[config.mk]
export PLATFORM = sky130hd
export DESIGN_NAME = bdsb_board_flat
export DESIGN_NICKNAME = d
export VERILOG_FILES = /design/src/include/bdsb_pkg.sv /design/src/include/bdsb_link_if.sv /design/src/hdl/bdsb_step_counter.sv /design/src/hdl/bdsb_board.sv /design/src/flat_wrapper.sv
export SDC_FILE = /design/constraint.sdc
export NUM_CORES = 1
export LEC_CHECK = 0
export BUFFER_PORTS_ARGS = -buffer_cell sky130_fd_sc_hd__buf_4
export CELL_PAD_IN_SITES_DETAIL_PLACEMENT = 0
export CELL_PAD_IN_SITES_GLOBAL_PLACEMENT = 1
export CORE_ASPECT_RATIO = 0.5
export CORE_MARGIN = 8
export CORE_UTILIZATION = 41
export CTS_CLUSTER_DIAMETER = 60
export CTS_CLUSTER_SIZE = 24
export DETAILED_ROUTE_END_ITERATION = 7
export PLACE_DENSITY_LB_ADDON = 0.1
export SKIP_LAST_GASP = 1
export SYNTH_ARGS = -nofsm -noshare
export SYNTH_HDL_FRONTEND = slang
export SYNTH_SLANG_ARGS = --single-unit
[constraint.sdc]
create_clock -name clock -period 3.5 [get_ports clock]
set_input_delay 0.875 -clock clock [delete_from_list [all_inputs] [get_ports clock]]
set_output_delay 0.875 -clock clock [all_outputs]
set_load 0.05 [all_outputs]
[src/include/bdsb_pkg.sv]
// Behaviour
// - Processor clock is board clock halved.
// - Power-on or key reset cleaned, fanned out.
// - Memory 0000-0FFF selects monitor ROM socket.
// - Memory 2000-2FFF selects expansion socket.
// - Memory 1800-1FFF selects 2K system RAM.
// - I/O bits 7:6 pick parallel, timer, PARALLEL_IO_CHIP.
// - I/O bits 5:0 ignored, sixty-four aliases.
// - Host drives segments on eight lines.
// - Host enables digits on six lines.
// - Key returns low on press; 32 keys.
// - User key shown on key port bit 6.
// - Host sends tape and audio on one line.
// - Tape playback level on key port bit 7.
// - Break arm high clears counter, NMI high, unless monitor key presets.
// - Armed counter drops NMI on fifth fetch.
// - Mod-five carry sets top; NMI inverts top.
// - Monitor key presets nine, forcing NMI low.
// - Timer outranks PARALLEL_IO_CHIP in interrupt chain.
package bdsb_pkg;
   // ==========================================================
   // Clock and timing.
   localparam int CLK_MHZ         = 40;
   localparam int RST_HOLD_NS     = 10000;
   localparam int RST_HOLD_CYC    = (RST_HOLD_NS * CLK_MHZ + 999) / 1000;
   localparam int RST_CNT_W       = 9;

   // ==========================================================
   // Address decode values.
   localparam logic [3:0] ROM_A15_12 = 4'h0;
   localparam logic [3:0] EXP_A15_12 = 4'h2;
   localparam logic [3:0] RAM_A15_12 = 4'h1;
   localparam logic [1:0] IO_PAR     = 2'h0;
   localparam logic [1:0] IO_TIMER   = 2'h1;
   localparam logic [1:0] IO_PIO     = 2'h2;
   localparam int         KEYS_USED  = 32;
   localparam int         DIGITS     = 6;
   localparam logic [2:0] STEP_LAST  = 3'h4;

   // ==========================================================
   // Host register offsets and reset values.
   localparam logic [7:0]  OFS_CTRL   = 8'h00;
   localparam logic [7:0]  OFS_BUS    = 8'h04;
   localparam logic [7:0]  OFS_STAT   = 8'h08;
   localparam logic [7:0]  OFS_ISTAT  = 8'h0C;
   localparam logic [7:0]  OFS_IMASK  = 8'h10;
   localparam logic [31:0] CTRL_RST   = 32'h0000_8000;
   localparam logic [31:0] BUS_RST    = 32'h0000_0000;
   localparam int          IRQ_W      = 3;
   localparam int          EV_NMI     = 0;
   localparam int          EV_KEY     = 1;
   localparam int          EV_INT     = 2;
endpackage : bdsb_pkg

[src/include/bdsb_link_if.sv]
`timescale 1ns/1ps
`default_nettype none
// Processor-side bus between the board glue and the host.
interface bdsb_link_if;
   logic        cpuClock;
   logic        cpuReset_n;
   logic [15:0] address;
   logic        memoryRequest_n;
   logic        ioRequest_n;
   logic        opcodeFetchCycle_n;
   logic [7:0]  segmentDriveLines;
   logic [5:0]  digitSelectLines;
   logic        tapeAudioOutput;
   logic        breakArmLine;
   logic [7:0]  keyPort;
   logic        nmi_n;
   logic        intReq_n;
   logic [5:0]  select_n;

   modport board (
      output cpuClock, cpuReset_n, keyPort, nmi_n, intReq_n, select_n,
      input  address, memoryRequest_n, ioRequest_n, opcodeFetchCycle_n,
      input  segmentDriveLines, digitSelectLines, tapeAudioOutput,
      input  breakArmLine
   );
   modport host (
      input  cpuClock, cpuReset_n, keyPort, nmi_n, intReq_n, select_n,
      output address, memoryRequest_n, ioRequest_n, opcodeFetchCycle_n,
      output segmentDriveLines, digitSelectLines, tapeAudioOutput,
      output breakArmLine
   );
endinterface : bdsb_link_if
`default_nettype wire

[src/hdl/bdsb_step_counter.sv]
`timescale 1ns/1ps
`default_nettype none
// Decade-style step counter: mod-five low section plus a top stage.
module bdsb_step_counter (
   input  wire logic       clock,
   input  wire logic       rst_n,
   input  wire logic       counterClearInput,
   input  wire logic       presetNineInput,
   input  wire logic       countEn,
   output logic [2:0]      lowCount,
   output logic            counterTopStage
);
   import bdsb_pkg::*;

   logic [2:0] low_d;
   logic       top_d;
   wire        carry = countEn && (lowCount == STEP_LAST);

   // Preset outranks clear; a set top stage freezes counting.
   always_comb begin
      low_d = lowCount;
      top_d = counterTopStage;
      if (presetNineInput) begin
         low_d = 3'h4;
         top_d = 1'b1;
      end else if (counterClearInput) begin
         low_d = 3'h0;
         top_d = 1'b0;
      end else if (countEn && !counterTopStage) begin
         low_d = carry ? 3'h0 : lowCount + 3'h1;
         top_d = carry;
      end
   end

   // State update.
   always_ff @(posedge clock) begin
      if (!rst_n) begin
         lowCount        <= 3'h0;
         counterTopStage <= 1'b0;
      end else begin
         lowCount        <= low_d;
         counterTopStage <= top_d;
      end
   end
endmodule : bdsb_step_counter
`default_nettype wire

[src/hdl/bdsb_board.sv]
// Chosen here: the address map and the APB register port.
`timescale 1ns/1ps
`default_nettype none
// Board glue: clock, reset, decode, key port, step break, daisy chain.
module bdsb_board #(
   parameter int HOLD_CYC = bdsb_pkg::RST_HOLD_CYC
) (
   input  wire logic        clock,
   input  wire logic        rst_n,
   bdsb_link_if.board       link,
   input  wire logic        resetKey,
   input  wire logic        monitorKey,
   input  wire logic        userKeyInput,
   input  wire logic        tapeInputLine,
   input  wire logic [35:0] keysPressed,
   input  wire logic        timerIntReq,
   input  wire logic        pioIntReq,
   output logic             timerReset_n,
   output logic             parallelReset,
   output logic             pioChainEnable,
   output logic [7:0]       segmentOut,
   output logic [5:0]       digitOut,
   output logic             speakerOut
);
   import bdsb_pkg::*;

   if (HOLD_CYC < 1 || HOLD_CYC >= (1 << RST_CNT_W)) begin : g_chk
      $error("HOLD_CYC out of range");
   end

   // ==========================================================
   // Pin synchronisers.
   // Keys, tape and request pins are not timed to this clock, so each
   // is resampled twice to keep a metastable level out of the logic.
   localparam int NSYNC = 42;
   logic [NSYNC-1:0] meta_q;
   logic [NSYNC-1:0] sync_q;
   wire  [NSYNC-1:0] pinsIn = {resetKey, monitorKey, userKeyInput,
                               tapeInputLine, keysPressed,
                               timerIntReq, pioIntReq};

   // Two flops before any logic reads a pin.
   always_ff @(posedge clock) begin
      if (!rst_n) begin
         meta_q <= '0;
         sync_q <= '0;
      end else begin
         meta_q <= pinsIn;
         sync_q <= meta_q;
      end
   end

   wire        resetKeyS   = sync_q[41];
   wire        monitorKeyS = sync_q[40];
   wire        userKeyS    = sync_q[39];
   wire        tapeS       = sync_q[38];
   wire [35:0] keysS       = sync_q[37:2];
   wire        timerReqS   = sync_q[1];
   wire        pioReqS     = sync_q[0];

   // ==========================================================
   // Processor clock: a toggle flop halves the board clock.
   logic cpuClock_q;

   always_ff @(posedge clock) begin
      if (!rst_n) cpuClock_q <= 1'b0;
      else        cpuClock_q <= ~cpuClock_q;
   end
   assign link.cpuClock = cpuClock_q;

   // ==========================================================
   // Reset shaping: held while asserted and stretched after release.
   // A bounce of the reset key reloads the stretch, so the processor
   // leaves reset only once the key has been quiet for the hold time.
   logic [RST_CNT_W-1:0] hold_q;
   logic                 cpuReset_q;
   logic                 parReset_q;
   wire                  holdDone = (hold_q == '0);

   always_ff @(posedge clock) begin
      if (!rst_n) begin
         hold_q     <= RST_CNT_W'(HOLD_CYC);
         cpuReset_q <= 1'b0;
         parReset_q <= 1'b1;
      end else begin
         if (resetKeyS)      hold_q <= RST_CNT_W'(HOLD_CYC);
         else if (!holdDone) hold_q <= hold_q - 1'b1;
         cpuReset_q <= holdDone && !resetKeyS;
         parReset_q <= !(holdDone && !resetKeyS);
      end
   end
   assign link.cpuReset_n = cpuReset_q;
   assign timerReset_n    = cpuReset_q;
   assign parallelReset   = parReset_q;

   // ==========================================================
   // Memory and I/O chip selects, registered, active low.
   wire [3:0] hiNib   = link.address[15:12];
   wire [1:0] ioField = link.address[7:6];
   wire       memOn   = !link.memoryRequest_n;
   wire       ioOn    = !link.ioRequest_n;
   wire       romHit  = memOn && (hiNib == ROM_A15_12);
   wire       expHit  = memOn && (hiNib == EXP_A15_12);
   wire       ramHit  = memOn && (hiNib == RAM_A15_12)
                        && link.address[11];
   wire       parHit  = ioOn && (ioField == IO_PAR);
   wire       timHit  = ioOn && (ioField == IO_TIMER);
   wire       pioHit  = ioOn && (ioField == IO_PIO);
   logic [5:0] select_q;

   // Order: ROM, expansion, RAM, parallel, timer, PARALLEL_IO_CHIP (bit 5 down).
   always_ff @(posedge clock) begin
      if (!rst_n) select_q <= 6'h3F;
      else        select_q <= ~{romHit, expHit, ramHit,
                                parHit, timHit, pioHit};
   end
   assign link.select_n = select_q;

   // ==========================================================
   // Key port: returns of the enabled digit, user key, tape level.
   logic [5:0] keyRet;
   logic [7:0] keyPort_q;

   // A pressed key among the first 32 pulls its return low while its digit is enabled.
   always_comb begin
      keyRet = 6'h3F;
      for (int d = 0; d < DIGITS; d++) begin
         for (int r = 0; r < 6; r++) begin
            if (link.digitSelectLines[d] && keysS[d*6+r]
                && (d*6+r) < KEYS_USED)
               keyRet[r] = 1'b0;
         end
      end
   end

   always_ff @(posedge clock) begin
      if (!rst_n) keyPort_q <= 8'h3F;
      else        keyPort_q <= {tapeS, userKeyS, keyRet};
   end
   assign link.keyPort = keyPort_q;

   // ==========================================================
   // Display and speaker drivers follow the host lines.
   always_ff @(posedge clock) begin
      if (!rst_n) begin
         segmentOut <= 8'h00;
         digitOut   <= 6'h00;
         speakerOut <= 1'b0;
      end else begin
         segmentOut <= link.segmentDriveLines;
         digitOut   <= link.digitSelectLines;
         speakerOut <= link.tapeAudioOutput;
      end
   end

   // ==========================================================
   // Step counter: counts each opcode fetch start while armed.
   // Only the first low cycle of a fetch strobe counts, so a long strobe
   // still advances the count by exactly one.
   logic fetchPrev_q;
   logic nmi_q;
   logic counterTopStage;
   wire  fetchStart = fetchPrev_q && !link.opcodeFetchCycle_n;

   always_ff @(posedge clock) begin
      if (!rst_n) fetchPrev_q <= 1'b1;
      else        fetchPrev_q <= link.opcodeFetchCycle_n;
   end

   bdsb_step_counter u_stepCounter (
      .clock             (clock),
      .rst_n             (rst_n),
      .counterClearInput (link.breakArmLine),
      .presetNineInput   (monitorKeyS),
      .countEn           (fetchStart),
      .lowCount          (),
      .counterTopStage   (counterTopStage)
   );

   always_ff @(posedge clock) begin
      if (!rst_n) nmi_q <= 1'b1;
      else        nmi_q <= ~counterTopStage;
   end
   assign link.nmi_n = nmi_q;

   // ==========================================================
   // Interrupt chain: timer first, PARALLEL_IO_CHIP enabled only when timer idle.
   // The request line is the OR of both chips; the enable withholds the
   // lower-priority turn while the timer still asks.
   logic intReq_q;
   logic pioEn_q;

   always_ff @(posedge clock) begin
      if (!rst_n) begin
         intReq_q <= 1'b1;
         pioEn_q  <= 1'b1;
      end else begin
         intReq_q <= !(timerReqS || pioReqS);
         pioEn_q  <= !timerReqS;
      end
   end
   assign link.intReq_n  = intReq_q;
   assign pioChainEnable = pioEn_q;
endmodule : bdsb_board
`default_nettype wire

[src/flat_wrapper.sv]
// flat-port wrapper written by rule: the top's interface ports become plain ports
module bdsb_board_flat import bdsb_pkg::*;
#(
   parameter int HOLD_CYC = bdsb_pkg::RST_HOLD_CYC
)
  (clock, rst_n, resetKey, monitorKey, userKeyInput, tapeInputLine, keysPressed, timerIntReq, pioIntReq, timerReset_n, parallelReset, pioChainEnable, segmentOut, digitOut, speakerOut, link_cpuClock, link_cpuReset_n, link_keyPort, link_nmi_n, link_intReq_n, link_select_n, link_address, link_memoryRequest_n, link_ioRequest_n, link_opcodeFetchCycle_n, link_segmentDriveLines, link_digitSelectLines, link_tapeAudioOutput, link_breakArmLine);
  bdsb_link_if link_i ();
  input  wire logic clock;
  input  wire logic rst_n;
  input  wire logic resetKey;
  input  wire logic monitorKey;
  input  wire logic userKeyInput;
  input  wire logic tapeInputLine;
  input  wire logic [35:0] keysPressed;
  input  wire logic timerIntReq;
  input  wire logic pioIntReq;
  output logic timerReset_n;
  output logic parallelReset;
  output logic pioChainEnable;
  output logic [7:0] segmentOut;
  output logic [5:0] digitOut;
  output logic speakerOut;
  output wire logic [$bits(link_i.cpuClock)-1:0] link_cpuClock;
  output wire logic [$bits(link_i.cpuReset_n)-1:0] link_cpuReset_n;
  output wire logic [$bits(link_i.keyPort)-1:0] link_keyPort;
  output wire logic [$bits(link_i.nmi_n)-1:0] link_nmi_n;
  output wire logic [$bits(link_i.intReq_n)-1:0] link_intReq_n;
  output wire logic [$bits(link_i.select_n)-1:0] link_select_n;
  input wire logic [$bits(link_i.address)-1:0] link_address;
  input wire logic [$bits(link_i.memoryRequest_n)-1:0] link_memoryRequest_n;
  input wire logic [$bits(link_i.ioRequest_n)-1:0] link_ioRequest_n;
  input wire logic [$bits(link_i.opcodeFetchCycle_n)-1:0] link_opcodeFetchCycle_n;
  input wire logic [$bits(link_i.segmentDriveLines)-1:0] link_segmentDriveLines;
  input wire logic [$bits(link_i.digitSelectLines)-1:0] link_digitSelectLines;
  input wire logic [$bits(link_i.tapeAudioOutput)-1:0] link_tapeAudioOutput;
  input wire logic [$bits(link_i.breakArmLine)-1:0] link_breakArmLine;
  assign link_cpuClock = link_i.cpuClock;
  assign link_cpuReset_n = link_i.cpuReset_n;
  assign link_keyPort = link_i.keyPort;
  assign link_nmi_n = link_i.nmi_n;
  assign link_intReq_n = link_i.intReq_n;
  assign link_select_n = link_i.select_n;
  assign link_i.address = link_address;
  assign link_i.memoryRequest_n = link_memoryRequest_n;
  assign link_i.ioRequest_n = link_ioRequest_n;
  assign link_i.opcodeFetchCycle_n = link_opcodeFetchCycle_n;
  assign link_i.segmentDriveLines = link_segmentDriveLines;
  assign link_i.digitSelectLines = link_digitSelectLines;
  assign link_i.tapeAudioOutput = link_tapeAudioOutput;
  assign link_i.breakArmLine = link_breakArmLine;
  bdsb_board #(.HOLD_CYC(HOLD_CYC)) u_core (.clock(clock), .rst_n(rst_n), .link(link_i), .resetKey(resetKey), .monitorKey(monitorKey), .userKeyInput(userKeyInput), .tapeInputLine(tapeInputLine), .keysPressed(keysPressed), .timerIntReq(timerIntReq), .pioIntReq(pioIntReq), .timerReset_n(timerReset_n), .parallelReset(parallelReset), .pioChainEnable(pioChainEnable), .segmentOut(segmentOut), .digitOut(digitOut), .speakerOut(speakerOut));
endmodule
==> results of run 1 <==
state kept, by name, summed over array words and instances, names as in the netlist, 3 cells and up:
signal and cells:
u_core.digitOut 6, u_core.hold_q 9, u_core.link.keyPort 8, u_core.link.select_n 6, u_core.meta_q 38, u_core.segmentOut 8, u_core.sync_q 38, u_core.u_stepCounter.lowCount 3
cell usage after synthesis, drive strengths merged:
master | n | area, sq um
nor3b | 1 | 7.51
nor2 | 8 | 30.0
nor2b | 2 | 12.5
buf | 2 | 12.5
nand2b | 6 | 37.5
o41a | 1 | 11.3
o31ai | 1 | 7.51
nor4 | 5 | 31.3
or4 | 4 | 30.0
a222oi | 4 | 40.0
a21boi | 1 | 7.51
a31oi | 1 | 6.26
or4b | 1 | 10.0
mux2i | 3 | 30.0
nand3 | 3 | 15.0
or2 | 1 | 6.26
ha | 3 | 37.5
a211oi | 2 | 15.0
nand2 | 19 | 71.3
inv | 9 | 33.8
and2 | 93 | 582
nor3 | 3 | 15.0
or2b | 1 | 7.51
a211o | 3 | 26.3
a22oi | 10 | 75.1
o311ai | 1 | 8.76
clkbuf | 13 | 48.8
dfxtp | 125 | 2500
o21ai | 4 | 20.0
nand4b | 1 | 8.76
or3 | 1 | 6.26
nor4b | 1 | 8.76
a21oi | 7 | 35.0
nand3b | 1 | 7.51
o21a | 1 | 7.51
final timing paths:
check / startpoint / to / cells past startpoint
max reg2reg: u_core.hold_q[0]$_SDFFE_PP0P_ / u_core.hold_q[6]$_SDFFE_PP0P_ / 5
min: u_core.sync_q[1]$_SDFF_PN0_ / u_core.pioChainEnable$_SDFF_PN1_ / 1
min reg2reg: u_core.sync_q[1]$_SDFF_PN0_ / u_core.pioChainEnable$_SDFF_PN1_ / 1
max: u_core.hold_q[0]$_SDFFE_PP0P_ / u_core.hold_q[6]$_SDFFE_PP0P_ / 5
stage by stage:
step,utilization [%],worst slack (ns),total power [mW],instances,hold slack (ns)
2_1_floorplan,-,1.67,1.71,342,0.363
3_3_place_gp,50.6,1.44,1.83,550,0.375
3_5_place_dp,50.6,1.44,1.83,550,0.374
4_1_cts,57.0,1.47,3.57,580,0.386
5_1_grt,57.0,1.31,3.67,580,0.407
6_report,57.0,1.45,3.53,580,0.384
area by class of cell:
class	count	area, sq um	share of cell area (%)
sequential	125	2500	47.6
multi-input combinational	193	1210	23.1
timing repair buffer	102	766	14.6
clock buffer	23	478	9.09
tap	121	151	2.88
clock inverter	7	113	2.14
inverter	9	33.8	0.642
power by group through the flow:
stage	sequential (mW)	clock [mW]	combinational, mW
2_1_floorplan	1.61	0	0.0992
3_3_place_gp	1.56	0	0.270
3_5_place_dp	1.56	0	0.273
4_1_cts	1.53	1.77	0.275
5_1_grt	1.54	1.83	0.297
6_report	1.53	1.73	0.272
routing by layer:
layer  up-vias  global-route usage [%]  wire length, microns
li1       1341                       -                     -
met1      1157                    18.7                  4520
met2        84                    16.7                  3060
met3         4                    6.20                   703
met4         0                    5.67                    51
met5         -                       0                     0
cell families after synthesis:
logic type	after synthesis	synth area share (%)
multiplexers	3	0.788
AO/OA/AOI/OAI	36	6.83
buffers and inverters	24	2.49
flip-flops	125	65.6
AND/OR/NAND/NOR	151	23.3
adder cells (fa/ha/maj)	3	0.985
==> tab_implementation.tex, run 1 <==
\begin{tabular}{lr}
\hline
Metric & Value \\
\hline
\multicolumn{2}{l}{\textbf{Logic synthesis}} \\
\quad Number of warnings reported in the yosys synthesis log & 0 \\
\quad Mapped Cells & 342 \\
\quad Synthesized area per cell & 11.1 sq um \\
\quad Count of state elements after synthesis & 125 \\
\quad Syn\_nets & 424 \\
\quad Number of different library cells in the post-synthesis netlist & 36 \\
\quad Cell area after synthesis & 3810 sq um \\
\quad Sequential fraction of the synthesis area & 65.6\% \\
\multicolumn{2}{l}{\textbf{Global route}} \\
\quad Global-route wire length before repair & 13500 microns \\
\quad Largest net degree at the start of global routing & 62 \\
\quad Vias in the first global route & 2620 \\
\quad Number of antenna violations at the first check in global routing & 0 \\
\quad Total global-route track usage & 13.3\% \\
\quad Total gr overflow & 0 \\
\multicolumn{2}{l}{\textbf{Worst setup path}} \\
\quad Crit path cell chain & inv\_1, ha\_1, or4b\_1, or4\_1, a21oi\_1 \\
\quad Worst endpoint required time & 3.82 ns \\
\quad Signal arrival time at the worst endpoint & 2.37 ns \\
\quad Delay of the slowest critical-path stage & 0.61 ns \\
\quad CP max FO & 7 \\
\quad Crit path max-delay cell type & sky130\_fd\_sc\_hd\_\_or4b\_1 \\
\quad Critical path's top delay family & simple AND/OR/NAND/NOR gates \\
\quad Class of the most critical setup path & flip-flop to flip-flop \\
\quad Crit start category & flip-flop \\
\quad WP buf/inv & 1 \\
\quad Crit path capture type & flip-flop \\
\quad Flop-to-flop setup slack & 1.45 ns \\
\multicolumn{2}{l}{\textbf{Detailed routing}} \\
\quad Routed length per instance & 14.4 microns \\
\quad Detailed Route Iter0 Violations & 91 \\
\quad Total number of vias & 2586 \\
\quad DRT Pass-1 Iters & 4 \\
\quad Wire length after detailed routing & 8330 microns \\
\quad Drt drc & 0 \\
\quad Drt via density & 4.46 \\
\quad Final ANT Viol Nets & 0 \\
\multicolumn{2}{l}{\textbf{Clock tree}} \\
\quad TritonCTS clock tree & done \\
\quad Number of sinks driven by the clock tree & 125 \\
\quad Root Buffer Master & sky130\_fd\_sc\_hd\_\_clkbuf\_16 \\
\quad Post-CTS setup-driven buffer insertion count & 0 \\
\quad Number of H-tree branching levels & 4 \\
\quad Post-CTS clock slew at the launch and capture registers of the worst setup and hold paths & 0.05 ns \\
\quad Source-to-sink clock delay at the later pin of the worst-skew pair & 0.39 ns \\
\quad Number of buffers added to fix hold violations after cts & 0 \\
\quad CTS resizes & 0 \\
\quad CTS max path bufs & 2 \\
\quad Clock buffers created by TritonCTS & 17 \\
\multicolumn{2}{l}{\textbf{STA}} \\
\quad Clock skew after layout & 0.00592 ns \\
\quad Sum Neg Setup Slack & 0 ns \\
\quad Setup violations, final & 0 \\
\quad Slew Limit Fails & 0 \\
\quad Part of the cycle the worst path needs & 58.6\% \\
\quad Max Clk Rate & 488 MHz \\
\quad Slew at the pin closest to its max-slew limit & 0.958 ns \\
\quad Hold Vio Cnt, Final & 0 \\
\quad Post-route minimum period & 2.05 ns \\
\quad Worst slew margin relative to its limit & 35.6\% \\
\quad Setup repair after global routing missed its margin & false \\
\multicolumn{2}{l}{\textbf{Status}} \\
\quad Outcome & completed \\
\multicolumn{2}{l}{\textbf{Pwr}} \\
\quad Switch share & 21.1\% \\
\quad Switching power of the nets & 746 uW \\
\quad Combinational share of power & 7.7\% \\
\quad Cell-internal power & 2.79 mW \\
\quad Maximum resistive drop on vdd & 0.378 mV \\
\quad Part of the power in registers & 43.3\% \\
\quad Static Leakage & 2.29 nW \\
\quad Fraction of power consumed by the clock network & 49.0\% \\
\quad Power density normalized to cell area & 672 nW/um\^{}2 \\
\multicolumn{2}{l}{\textbf{Placement}} \\
\quad Buffers on Ports & 101 \\
\quad Dpl hpwl & 5810 microns \\
\quad Standard cell area after detailed placement & 4670 sq um \\
\quad Global placer's final weighted congestion & 0.792 \\
\multicolumn{2}{l}{\textbf{Min path}} \\
\quad Hold/Removal Path Class & flip-flop to flip-flop \\
\multicolumn{2}{l}{\textbf{Floorplanning}} \\
\quad Io pins & 115 \\
\quad Initial Util & 41.3\% \\
\quad Die Span X & 152 microns \\
\quad Row count & 25 \\
\quad Area of the die & 12800 sq um \\
\quad Placeable core region & 9230 sq um \\
\quad Vertical extent of the die & 84.2 microns \\
\multicolumn{2}{l}{\textbf{Finish}} \\
\quad Most frequent cells in the layout & sky130\_fd\_sc\_hd\_\_dfxtp\_1 (125), sky130\_fd\_sc\_hd\_\_buf\_4 (102), sky130\_fd\_sc\_hd\_\_and2\_1 (93) \\
\quad Nets@finish & 530 \\
\quad Ratio of cells with drive above 1 in the final layout & 28.3\% \\
\quad P\&R area growth vs syn & 37.9\% \\
\quad Antenna diode count & 0 \\
\quad Leading cell type in the layout, fill and taps excluded & sky130\_fd\_sc\_hd\_\_dfxtp\_1 \\
\quad Fillers & 804 \\
\quad Post-route cell area & 5260 sq um \\
\multicolumn{2}{l}{\textbf{Flow run}} \\
\quad Maximum Capacitance Violations & 0 \\
\hline
\end{tabular}
Power figures use the tool's default switching activity.
==> inputs of run 2 (changes only) <==
--- a/config.mk
+++ b/config.mk
@@ -10,7 +10,7 @@
 export CELL_PAD_IN_SITES_GLOBAL_PLACEMENT = 1
 export CORE_ASPECT_RATIO = 0.5
 export CORE_MARGIN = 8
-export CORE_UTILIZATION = 41
+export CORE_UTILIZATION = 38
 export CTS_CLUSTER_DIAMETER = 60
 export CTS_CLUSTER_SIZE = 24
 export DETAILED_ROUTE_END_ITERATION = 7
==> constraint.sdc (replaced) <==
create_clock -name clock -period 2.1 [get_ports clock]
set_input_delay 0.525 -clock clock [delete_from_list [all_inputs] [get_ports clock]]
set_output_delay 0.525 -clock clock [all_outputs]
set_load 0.05 [all_outputs]
==> run 2 against run 1 <==
Design area grew 1.5%. Sequential power increased by 67%. Combinational power grew 67%. Clock skew shrank 0.0024 ns. Die area is 6.7% higher. Global-route usage is 1.1 points lower. Critical path depth stayed put. Hold slack lost 0.089 ns. Critical endpoint unchanged. Largest cell class unchanged. Highest routed layer unchanged.
==> tab_implementation.tex, run 2 (synthesis gave the netlist of run 1 again) <==
\begin{tabular}{lr}
\hline
Metric & Value \\
\hline
\multicolumn{2}{l}{\textbf{Status}} \\
\quad Outcome & completed \\
\multicolumn{2}{l}{\textbf{Finish}} \\
\quad Leading cell type in the layout, fill and taps excluded & sky130\_fd\_sc\_hd\_\_dfxtp\_1 \\
\quad Fin util & 55.6\% (-1.4 points) \\
\quad Antenna diode count & 0 (unchanged) \\
\quad Most frequent cells in the layout & sky130\_fd\_sc\_hd\_\_dfxtp\_1 (125), sky130\_fd\_sc\_hd\_\_buf\_4 (103), sky130\_fd\_sc\_hd\_\_and2\_1 (93) \\
\quad P\&R area growth vs syn & 40.1\% \\
\quad Ratio of cells with drive above 1 in the final layout & 29.4\% (+1.1 points) \\
\quad Sequential standard cell area & 2500 sq um (unchanged) \\
\quad Area of the multi-input gates & 1210 sq um (unchanged) \\
\quad Fillers & 841 (+4.6\%) \\
\quad Nets@finish & 532 (+0.38\%) \\
\quad Biggest registers after layout & u\_core.meta\_q: 38 flops, u\_core.sync\_q: 38 flops, u\_core.hold\_q: 9 flops \\
\multicolumn{2}{l}{\textbf{Pwr}} \\
\quad Part of the power in registers & 42.1\% (-1.2 points) \\
\quad Fraction of power consumed by the clock network & 50.3\% (+1.3 points) \\
\quad Maximum resistive drop on vdd & 0.533 mV (+41\%) \\
\quad Combinational share of power & 7.5\% (-0.2 points) \\
\quad Static Leakage & 2.31 nW (+0.98\%) \\
\quad Cell-internal power & 4.68 mW (+68\%) \\
\quad Switching power of the nets & 1.36 mW (+82\%) \\
\quad Power density normalized to cell area & 1130 nW/um\^{}2 (+68\%) \\
\quad Switch share & 22.5\% (+1.4 points) \\
\multicolumn{2}{l}{\textbf{STA}} \\
\quad Part of the cycle the worst path needs & 89.9\% (+31 points) \\
\quad Setup violations, final & 0 (unchanged) \\
\quad Slew at the pin closest to its max-slew limit & 0.614 ns (-0.344 ns) \\
\quad Sum Neg Setup Slack & 0 ns (unchanged) \\
\quad Max Clk Rate & 529 MHz (+8.6\%) \\
\quad Hold Vio Cnt, Final & 0 (unchanged) \\
\quad Post-route minimum period & 1.89 ns (-0.162 ns) \\
\quad Worst slew margin relative to its limit & 58.5\% (+23 points) \\
\quad Setup repair after global routing missed its margin & false \\
\quad Clock skew after layout & 0.00350 ns (-0.00242 ns) \\
\quad Slew Limit Fails & 0 (unchanged) \\
\multicolumn{2}{l}{\textbf{Placement}} \\
\quad Dpl hpwl & 5570 microns (-4.1\%) \\
\quad Global placer's final weighted congestion & 0.794 (+0.32\%) \\
\quad Buffers on Ports & 101 (unchanged) \\
\multicolumn{2}{l}{\textbf{Floorplanning}} \\
\quad Io pins & 115 (unchanged) \\
\quad Row count & 25 (unchanged) \\
\quad Vertical extent of the die & 86.8 microns (+3.1\%) \\
\quad Initial Util & 39.7\% (-1.6 points) \\
\quad Area of the die & 13700 sq um (+6.7\%) \\
\quad Placeable core region & 9600 sq um (+4.1\%) \\
\quad Die Span X & 158 microns (+3.5\%) \\
\multicolumn{2}{l}{\textbf{Clock tree}} \\
\quad CTS max path bufs & 2 (unchanged) \\
\quad Clock buffers created by TritonCTS & 17 (unchanged) \\
\quad Root Buffer Master & sky130\_fd\_sc\_hd\_\_clkbuf\_16 \\
\quad Number of sinks driven by the clock tree & 125 (unchanged) \\
\quad Post-CTS setup-driven buffer insertion count & 0 (unchanged) \\
\quad Source-to-sink clock delay at the later pin of the worst-skew pair & 0.40 ns (about the same) \\
\quad Number of buffers added to fix hold violations after cts & 0 (unchanged) \\
\quad Post-CTS clock slew at the launch and capture registers of the worst setup and hold paths & 0.05 ns (about the same) \\
\quad Number of H-tree branching levels & 4 (unchanged) \\
\quad TritonCTS clock tree & done \\
\quad CTS resizes & 0 (unchanged) \\
\multicolumn{2}{l}{\textbf{Min path}} \\
\quad Hold/Removal Path Class & primary input to flip-flop \\
\multicolumn{2}{l}{\textbf{Worst setup path}} \\
\quad Signal arrival time at the worst endpoint & 2.22 ns (-0.15 ns) \\
\quad Crit start category & flip-flop \\
\quad Delay of the slowest critical-path stage & 0.49 ns (-0.12 ns) \\
\quad Class of the most critical setup path & flip-flop to flip-flop \\
\quad Crit path capture type & flip-flop \\
\quad CP max FO & 7 (unchanged) \\
\quad Crit path max-delay cell type & sky130\_fd\_sc\_hd\_\_or4\_1 \\
\quad Crit path cell chain & inv\_1, ha\_1, or4b\_1, or4\_1, a21oi\_1 \\
\quad Worst endpoint required time & 2.43 ns (-1.39 ns) \\
\multicolumn{2}{l}{\textbf{Detailed routing}} \\
\quad DRT Pass-1 Iters & 5 (+1) \\
\quad Final ANT Viol Nets & 0 (unchanged) \\
\quad Detailed Route Iter0 Violations & 104 (+14\%) \\
\quad Drt via density & 4.41 (-1.0\%) \\
\quad Drt drc & 0 (unchanged) \\
\quad Wire length after detailed routing & 7970 microns (-4.3\%) \\
\quad Total number of vias & 2639 (+2.0\%) \\
\quad Routed length per instance & 13.3 microns (-7.2\%) \\
\multicolumn{2}{l}{\textbf{Global route}} \\
\quad Total gr overflow & 0 (unchanged) \\
\quad Number of antenna violations at the first check in global routing & 0 (unchanged) \\
\quad Global-route wire length before repair & 12800 microns (-5.0\%) \\
\quad Total global-route track usage & 12.2\% (-1.1 points) \\
\quad Largest net degree at the start of global routing & 94 (+52\%) \\
\quad Vias in the first global route & 2707 (+3.3\%) \\
\multicolumn{2}{l}{\textbf{Flow run}} \\
\quad Maximum Capacitance Violations & 0 (unchanged) \\
\hline
\end{tabular}
## run 2: path summary, 6_finish.rpt
kind,startpoint,slack (ns),cells past startpoint,to
setup / recovery,u_core.hold_q[0]$_SDFFE_PP0P_,0.21,5,u_core.hold_q[6]$_SDFFE_PP0P_
hold / removal,link_address[13],0.30,2,u_core.link.select_n[4]$_SDFF_PN1_
setup reg to reg,u_core.hold_q[0]$_SDFFE_PP0P_,0.21,5,u_core.hold_q[6]$_SDFFE_PP0P_
hold reg to reg,u_core.sync_q[1]$_SDFF_PN0_,0.39,1,u_core.pioChainEnable$_SDFF_PN1_
## run 2: power groups by stage
stage / Combinational, mW / Clock, mW / Sequential [mW]
final: 0.454 / 3.04 / 2.55
after detailed placement: 0.460 / 0 / 2.60
after CTS: 0.461 / 3.11 / 2.55
after global placement: 0.448 / 0 / 2.59
after floorplan: 0.165 / 0 / 2.68
after global routing: 0.492 / 3.25 / 2.56
## run 2: area by class of cell
class                           instances  area share [%]
Clock buffer                           21            8.81
Multi-Input combinational cell        193            22.8
Timing Repair Buffer                  104            14.9
Sequential cell                       125            46.9
Inverter                                9           0.633
Tap cell                              135            3.16
Clock inverter                         11            2.93
## run 2: through the flow
step / cell area (sq um) / total power [mW] / hold WS, ns / setup WS (ns) / instances
after floorplan: 3810 / 2.85 / 0.363 / 0.268 / 342
after CTS: 5340 / 6.12 / 0.275 / 0.225 / 598
final: 5340 / 6.04 / 0.295 / 0.211 / 598
after global placement: 4710 / 3.04 / 0.373 / 0.316 / 566
after detailed placement: 4710 / 3.06 / 0.375 / 0.229 / 566
after global routing: 5340 / 6.30 / 0.285 / 0.0877 / 598
## run 2: worst max-delay path, delay by kind of cell (launching register included)
kind,cells,cell delay (ns)
flops,1,0.34
compound gates,1,0.15
simple gates,2,0.97
buf+inv,1,0.09
fa+ha+maj,1,0.28
## run 2: layer usage
metal,vias to the layer above,global-route usage (%),wire length (microns)
li1,1350,-,-
met1,1203,12.9,3330
met2,73,20.8,3980
met3,13,4.91,514
met4,0,6.95,148
met5,-,0,0
==> inputs of run 3 (changes only) <==
==> constraint.sdc (replaced) <==
create_clock -name clock -period 2.15 [get_ports clock]
set_input_delay 0.5375 -clock clock [delete_from_list [all_inputs] [get_ports clock]]
set_output_delay 0.5375 -clock clock [all_outputs]
set_load 0.05 [all_outputs]
==> run 3 against run 2 <==
Via count shrank 1.8%. Clock power shrank 7.6%. Critical endpoint unchanged. Highest routed layer unchanged. Non-clock buffer count stayed put.
==> tab_implementation.tex, run 3 (synthesis gave the netlist of run 1 again) <==
\begin{tabular}{lr}
\hline
Metric & Value \\
\hline
\multicolumn{2}{l}{\textbf{Status}} \\
\quad Outcome & completed \\
\multicolumn{2}{l}{\textbf{STA}} \\
\quad Setup violations, final & 0 (unchanged) \\
\quad Post-route minimum period & 1.87 ns (-0.0137 ns) \\
\quad Max Clk Rate & 533 MHz (+0.73\%) \\
\quad Setup repair after global routing missed its margin & false \\
\quad Worst slew margin relative to its limit & 57.2\% (-1.3 points) \\
\quad Hold Vio Cnt, Final & 0 (unchanged) \\
\quad Slew at the pin closest to its max-slew limit & 0.640 ns (+0.0262 ns) \\
\quad Sum Neg Setup Slack & 0 ns (unchanged) \\
\quad Clock skew after layout & 0.00739 ns (+0.00389 ns) \\
\quad Part of the cycle the worst path needs & 87.2\% (-2.7 points) \\
\quad Slew Limit Fails & 0 (unchanged) \\
\multicolumn{2}{l}{\textbf{Global route}} \\
\quad Global-route wire length before repair & 12600 microns (-1.5\%) \\
\quad Top Usage Layer GRT & met2 \\
\quad Number of antenna violations at the first check in global routing & 0 (unchanged) \\
\quad Total global-route track usage & 12.0\% (-0.24 points) \\
\quad GR Layer Usage met2 & 19.7\% (-1.0 points) \\
\quad Met1 routing resource usage after global routing & 12.9\% (about the same) \\
\quad Total gr overflow & 0 (unchanged) \\
\quad Largest net degree at the start of global routing & 94 (unchanged) \\
\quad Met3 GRT Util & 4.67\% (-0.25 points) \\
\quad Vias in the first global route & 2645 (-2.3\%) \\
\multicolumn{2}{l}{\textbf{Pwr}} \\
\quad Power density normalized to cell area & 1080 nW/um\^{}2 (-4.3\%) \\
\quad Static Leakage & 2.30 nW (-0.44\%) \\
\quad Maximum resistive drop on vdd & 0.588 mV (+10\%) \\
\multicolumn{2}{l}{\textbf{Finish}} \\
\quad Post-route insts no fill & 598 (unchanged) \\
\quad Post-route cell area & 5310 sq um (-0.63\%) \\
\quad Ratio of cells with drive above 1 in the final layout & 28.9\% (-0.43 points) \\
\quad Biggest registers after layout & u\_core.meta\_q: 38 flops, u\_core.sync\_q: 38 flops, u\_core.hold\_q: 9 flops \\
\quad Nets@finish & 532 (unchanged) \\
\quad Most frequent cells in the layout & sky130\_fd\_sc\_hd\_\_dfxtp\_1 (125), sky130\_fd\_sc\_hd\_\_buf\_4 (103), sky130\_fd\_sc\_hd\_\_and2\_1 (93) \\
\quad P\&R area growth vs syn & 39.2\% \\
\quad Fillers & 834 (-0.83\%) \\
\quad Antenna diode count & 0 (unchanged) \\
\quad Leading cell type in the layout, fill and taps excluded & sky130\_fd\_sc\_hd\_\_dfxtp\_1 \\
\multicolumn{2}{l}{\textbf{Clock tree}} \\
\quad CTS max path bufs & 2 (unchanged) \\
\quad Number of sinks driven by the clock tree & 125 (unchanged) \\
\quad Post-CTS clock slew at the launch and capture registers of the worst setup and hold paths & 0.05 ns (about the same) \\
\quad CTS resizes & 0 (unchanged) \\
\quad Number of buffers added to fix hold violations after cts & 0 (unchanged) \\
\quad Source-to-sink clock delay at the later pin of the worst-skew pair & 0.40 ns (about the same) \\
\quad Root Buffer Master & sky130\_fd\_sc\_hd\_\_clkbuf\_16 \\
\quad TritonCTS clock tree & done \\
\quad Post-CTS setup-driven buffer insertion count & 0 (unchanged) \\
\quad Clock buffers created by TritonCTS & 17 (unchanged) \\
\quad Number of H-tree branching levels & 4 (unchanged) \\
\multicolumn{2}{l}{\textbf{Floorplanning}} \\
\quad Die Span X & 158 microns (unchanged) \\
\quad Vertical extent of the die & 86.8 microns (unchanged) \\
\quad Row count & 25 (unchanged) \\
\quad Initial Util & 39.7\% (unchanged) \\
\quad Io pins & 115 (unchanged) \\
\quad Area of the die & 13700 sq um (unchanged) \\
\quad Placeable core region & 9600 sq um (unchanged) \\
\multicolumn{2}{l}{\textbf{Detailed routing}} \\
\quad Drt drc & 0 (unchanged) \\
\quad DRT Pass-1 Iters & 4 (-1) \\
\quad Routed length per instance & 13.0 microns (-2.8\%) \\
\quad Final ANT Viol Nets & 0 (unchanged) \\
\quad Detailed Route Iter0 Violations & 108 (+3.8\%) \\
\quad Wire length after detailed routing & 7750 microns (-2.8\%) \\
\quad Drt via density & 4.33 (-1.8\%) \\
\quad Total number of vias & 2591 (-1.8\%) \\
\multicolumn{2}{l}{\textbf{Worst setup path}} \\
\quad CP max FO & 7 (unchanged) \\
\quad Class of the most critical setup path & flip-flop to flip-flop \\
\quad Crit path capture type & flip-flop \\
\quad Crit start category & flip-flop \\
\quad Worst endpoint required time & 2.48 ns (+0.05 ns) \\
\quad Signal arrival time at the worst endpoint & 2.20 ns (-0.02 ns) \\
\multicolumn{2}{l}{\textbf{Min path}} \\
\quad Hold/Removal Path Class & primary input to flip-flop \\
\multicolumn{2}{l}{\textbf{Placement}} \\
\quad Standard cell area after detailed placement & 4710 sq um (unchanged) \\
\quad Global placer's final weighted congestion & 0.794 (about the same) \\
\quad Buffers on Ports & 101 (unchanged) \\
\quad Placed cells & 566 (unchanged) \\
\quad Dpl hpwl & 5540 microns (-0.41\%) \\
\multicolumn{2}{l}{\textbf{Flow run}} \\
\quad Maximum Capacitance Violations & 0 (unchanged) \\
\hline
\end{tabular}
run 3: path summary, 6_finish.rpt:
check / start / endpoint / slack (ns) / depth (start not counted)
worst max-delay path: u_core.hold_q[0]$_SDFFE_PP0P_ / u_core.hold_q[6]$_SDFFE_PP0P_ / 0.28 / 5
worst min-delay path: link_address[13] / u_core.link.select_n[4]$_SDFF_PN1_ / 0.31 / 2
worst max register to register: u_core.hold_q[0]$_SDFFE_PP0P_ / u_core.hold_q[6]$_SDFFE_PP0P_ / 0.28 / 5
worst min register to register: u_core.sync_q[1]$_SDFF_PN0_ / u_core.pioChainEnable$_SDFF_PN1_ / 0.38 / 1
run 3: power by group:
group	switching, mW	internal [mW]
Sequential	0.0524	2.43
Combinational	0.236	0.208
Clock	0.964	1.85
Total	1.25	4.49
run 3: cell type report:
class / count / area [sq um] / share of cell area, %
multi-input combinational: 193 / 1210 / 22.9
tap: 135 / 169 / 3.18
timing repair buffer: 104 / 793 / 14.9
clock inverter: 11 / 143 / 2.69
clock buffer: 21 / 450 / 8.49
inverter: 9 / 33.8 / 0.637
sequential: 125 / 2500 / 47.2
run 3: through the flow:
step           hold WS [ns]  util [%]  setup slack (ns)  power [mW]
2_1_floorplan         0.363         -             0.318        2.78
3_3_place_gp          0.373      49.1             0.366        2.97
3_5_place_dp          0.371      49.1             0.293        2.99
4_1_cts               0.288      55.3             0.282        5.82
5_1_grt               0.307      55.3             0.175        5.98
6_report              0.311      55.3             0.275        5.74
run 3: worst max-delay path, stage by stage, from the launching register on:
cell,delay [ns]
sky130_fd_sc_hd__dfxtp_1,0.34
sky130_fd_sc_hd__inv_1,0.09
sky130_fd_sc_hd__ha_1,0.29
sky130_fd_sc_hd__or4b_1,0.48
sky130_fd_sc_hd__or4_1,0.47
sky130_fd_sc_hd__a21oi_1,0.15
run 3: per-layer routing:
layer  wire [microns]  part of all wire, %
met1             3330                   43
met2             3820                   49
met3              466                  6.0
met4              129                  1.7
met5                0                    0
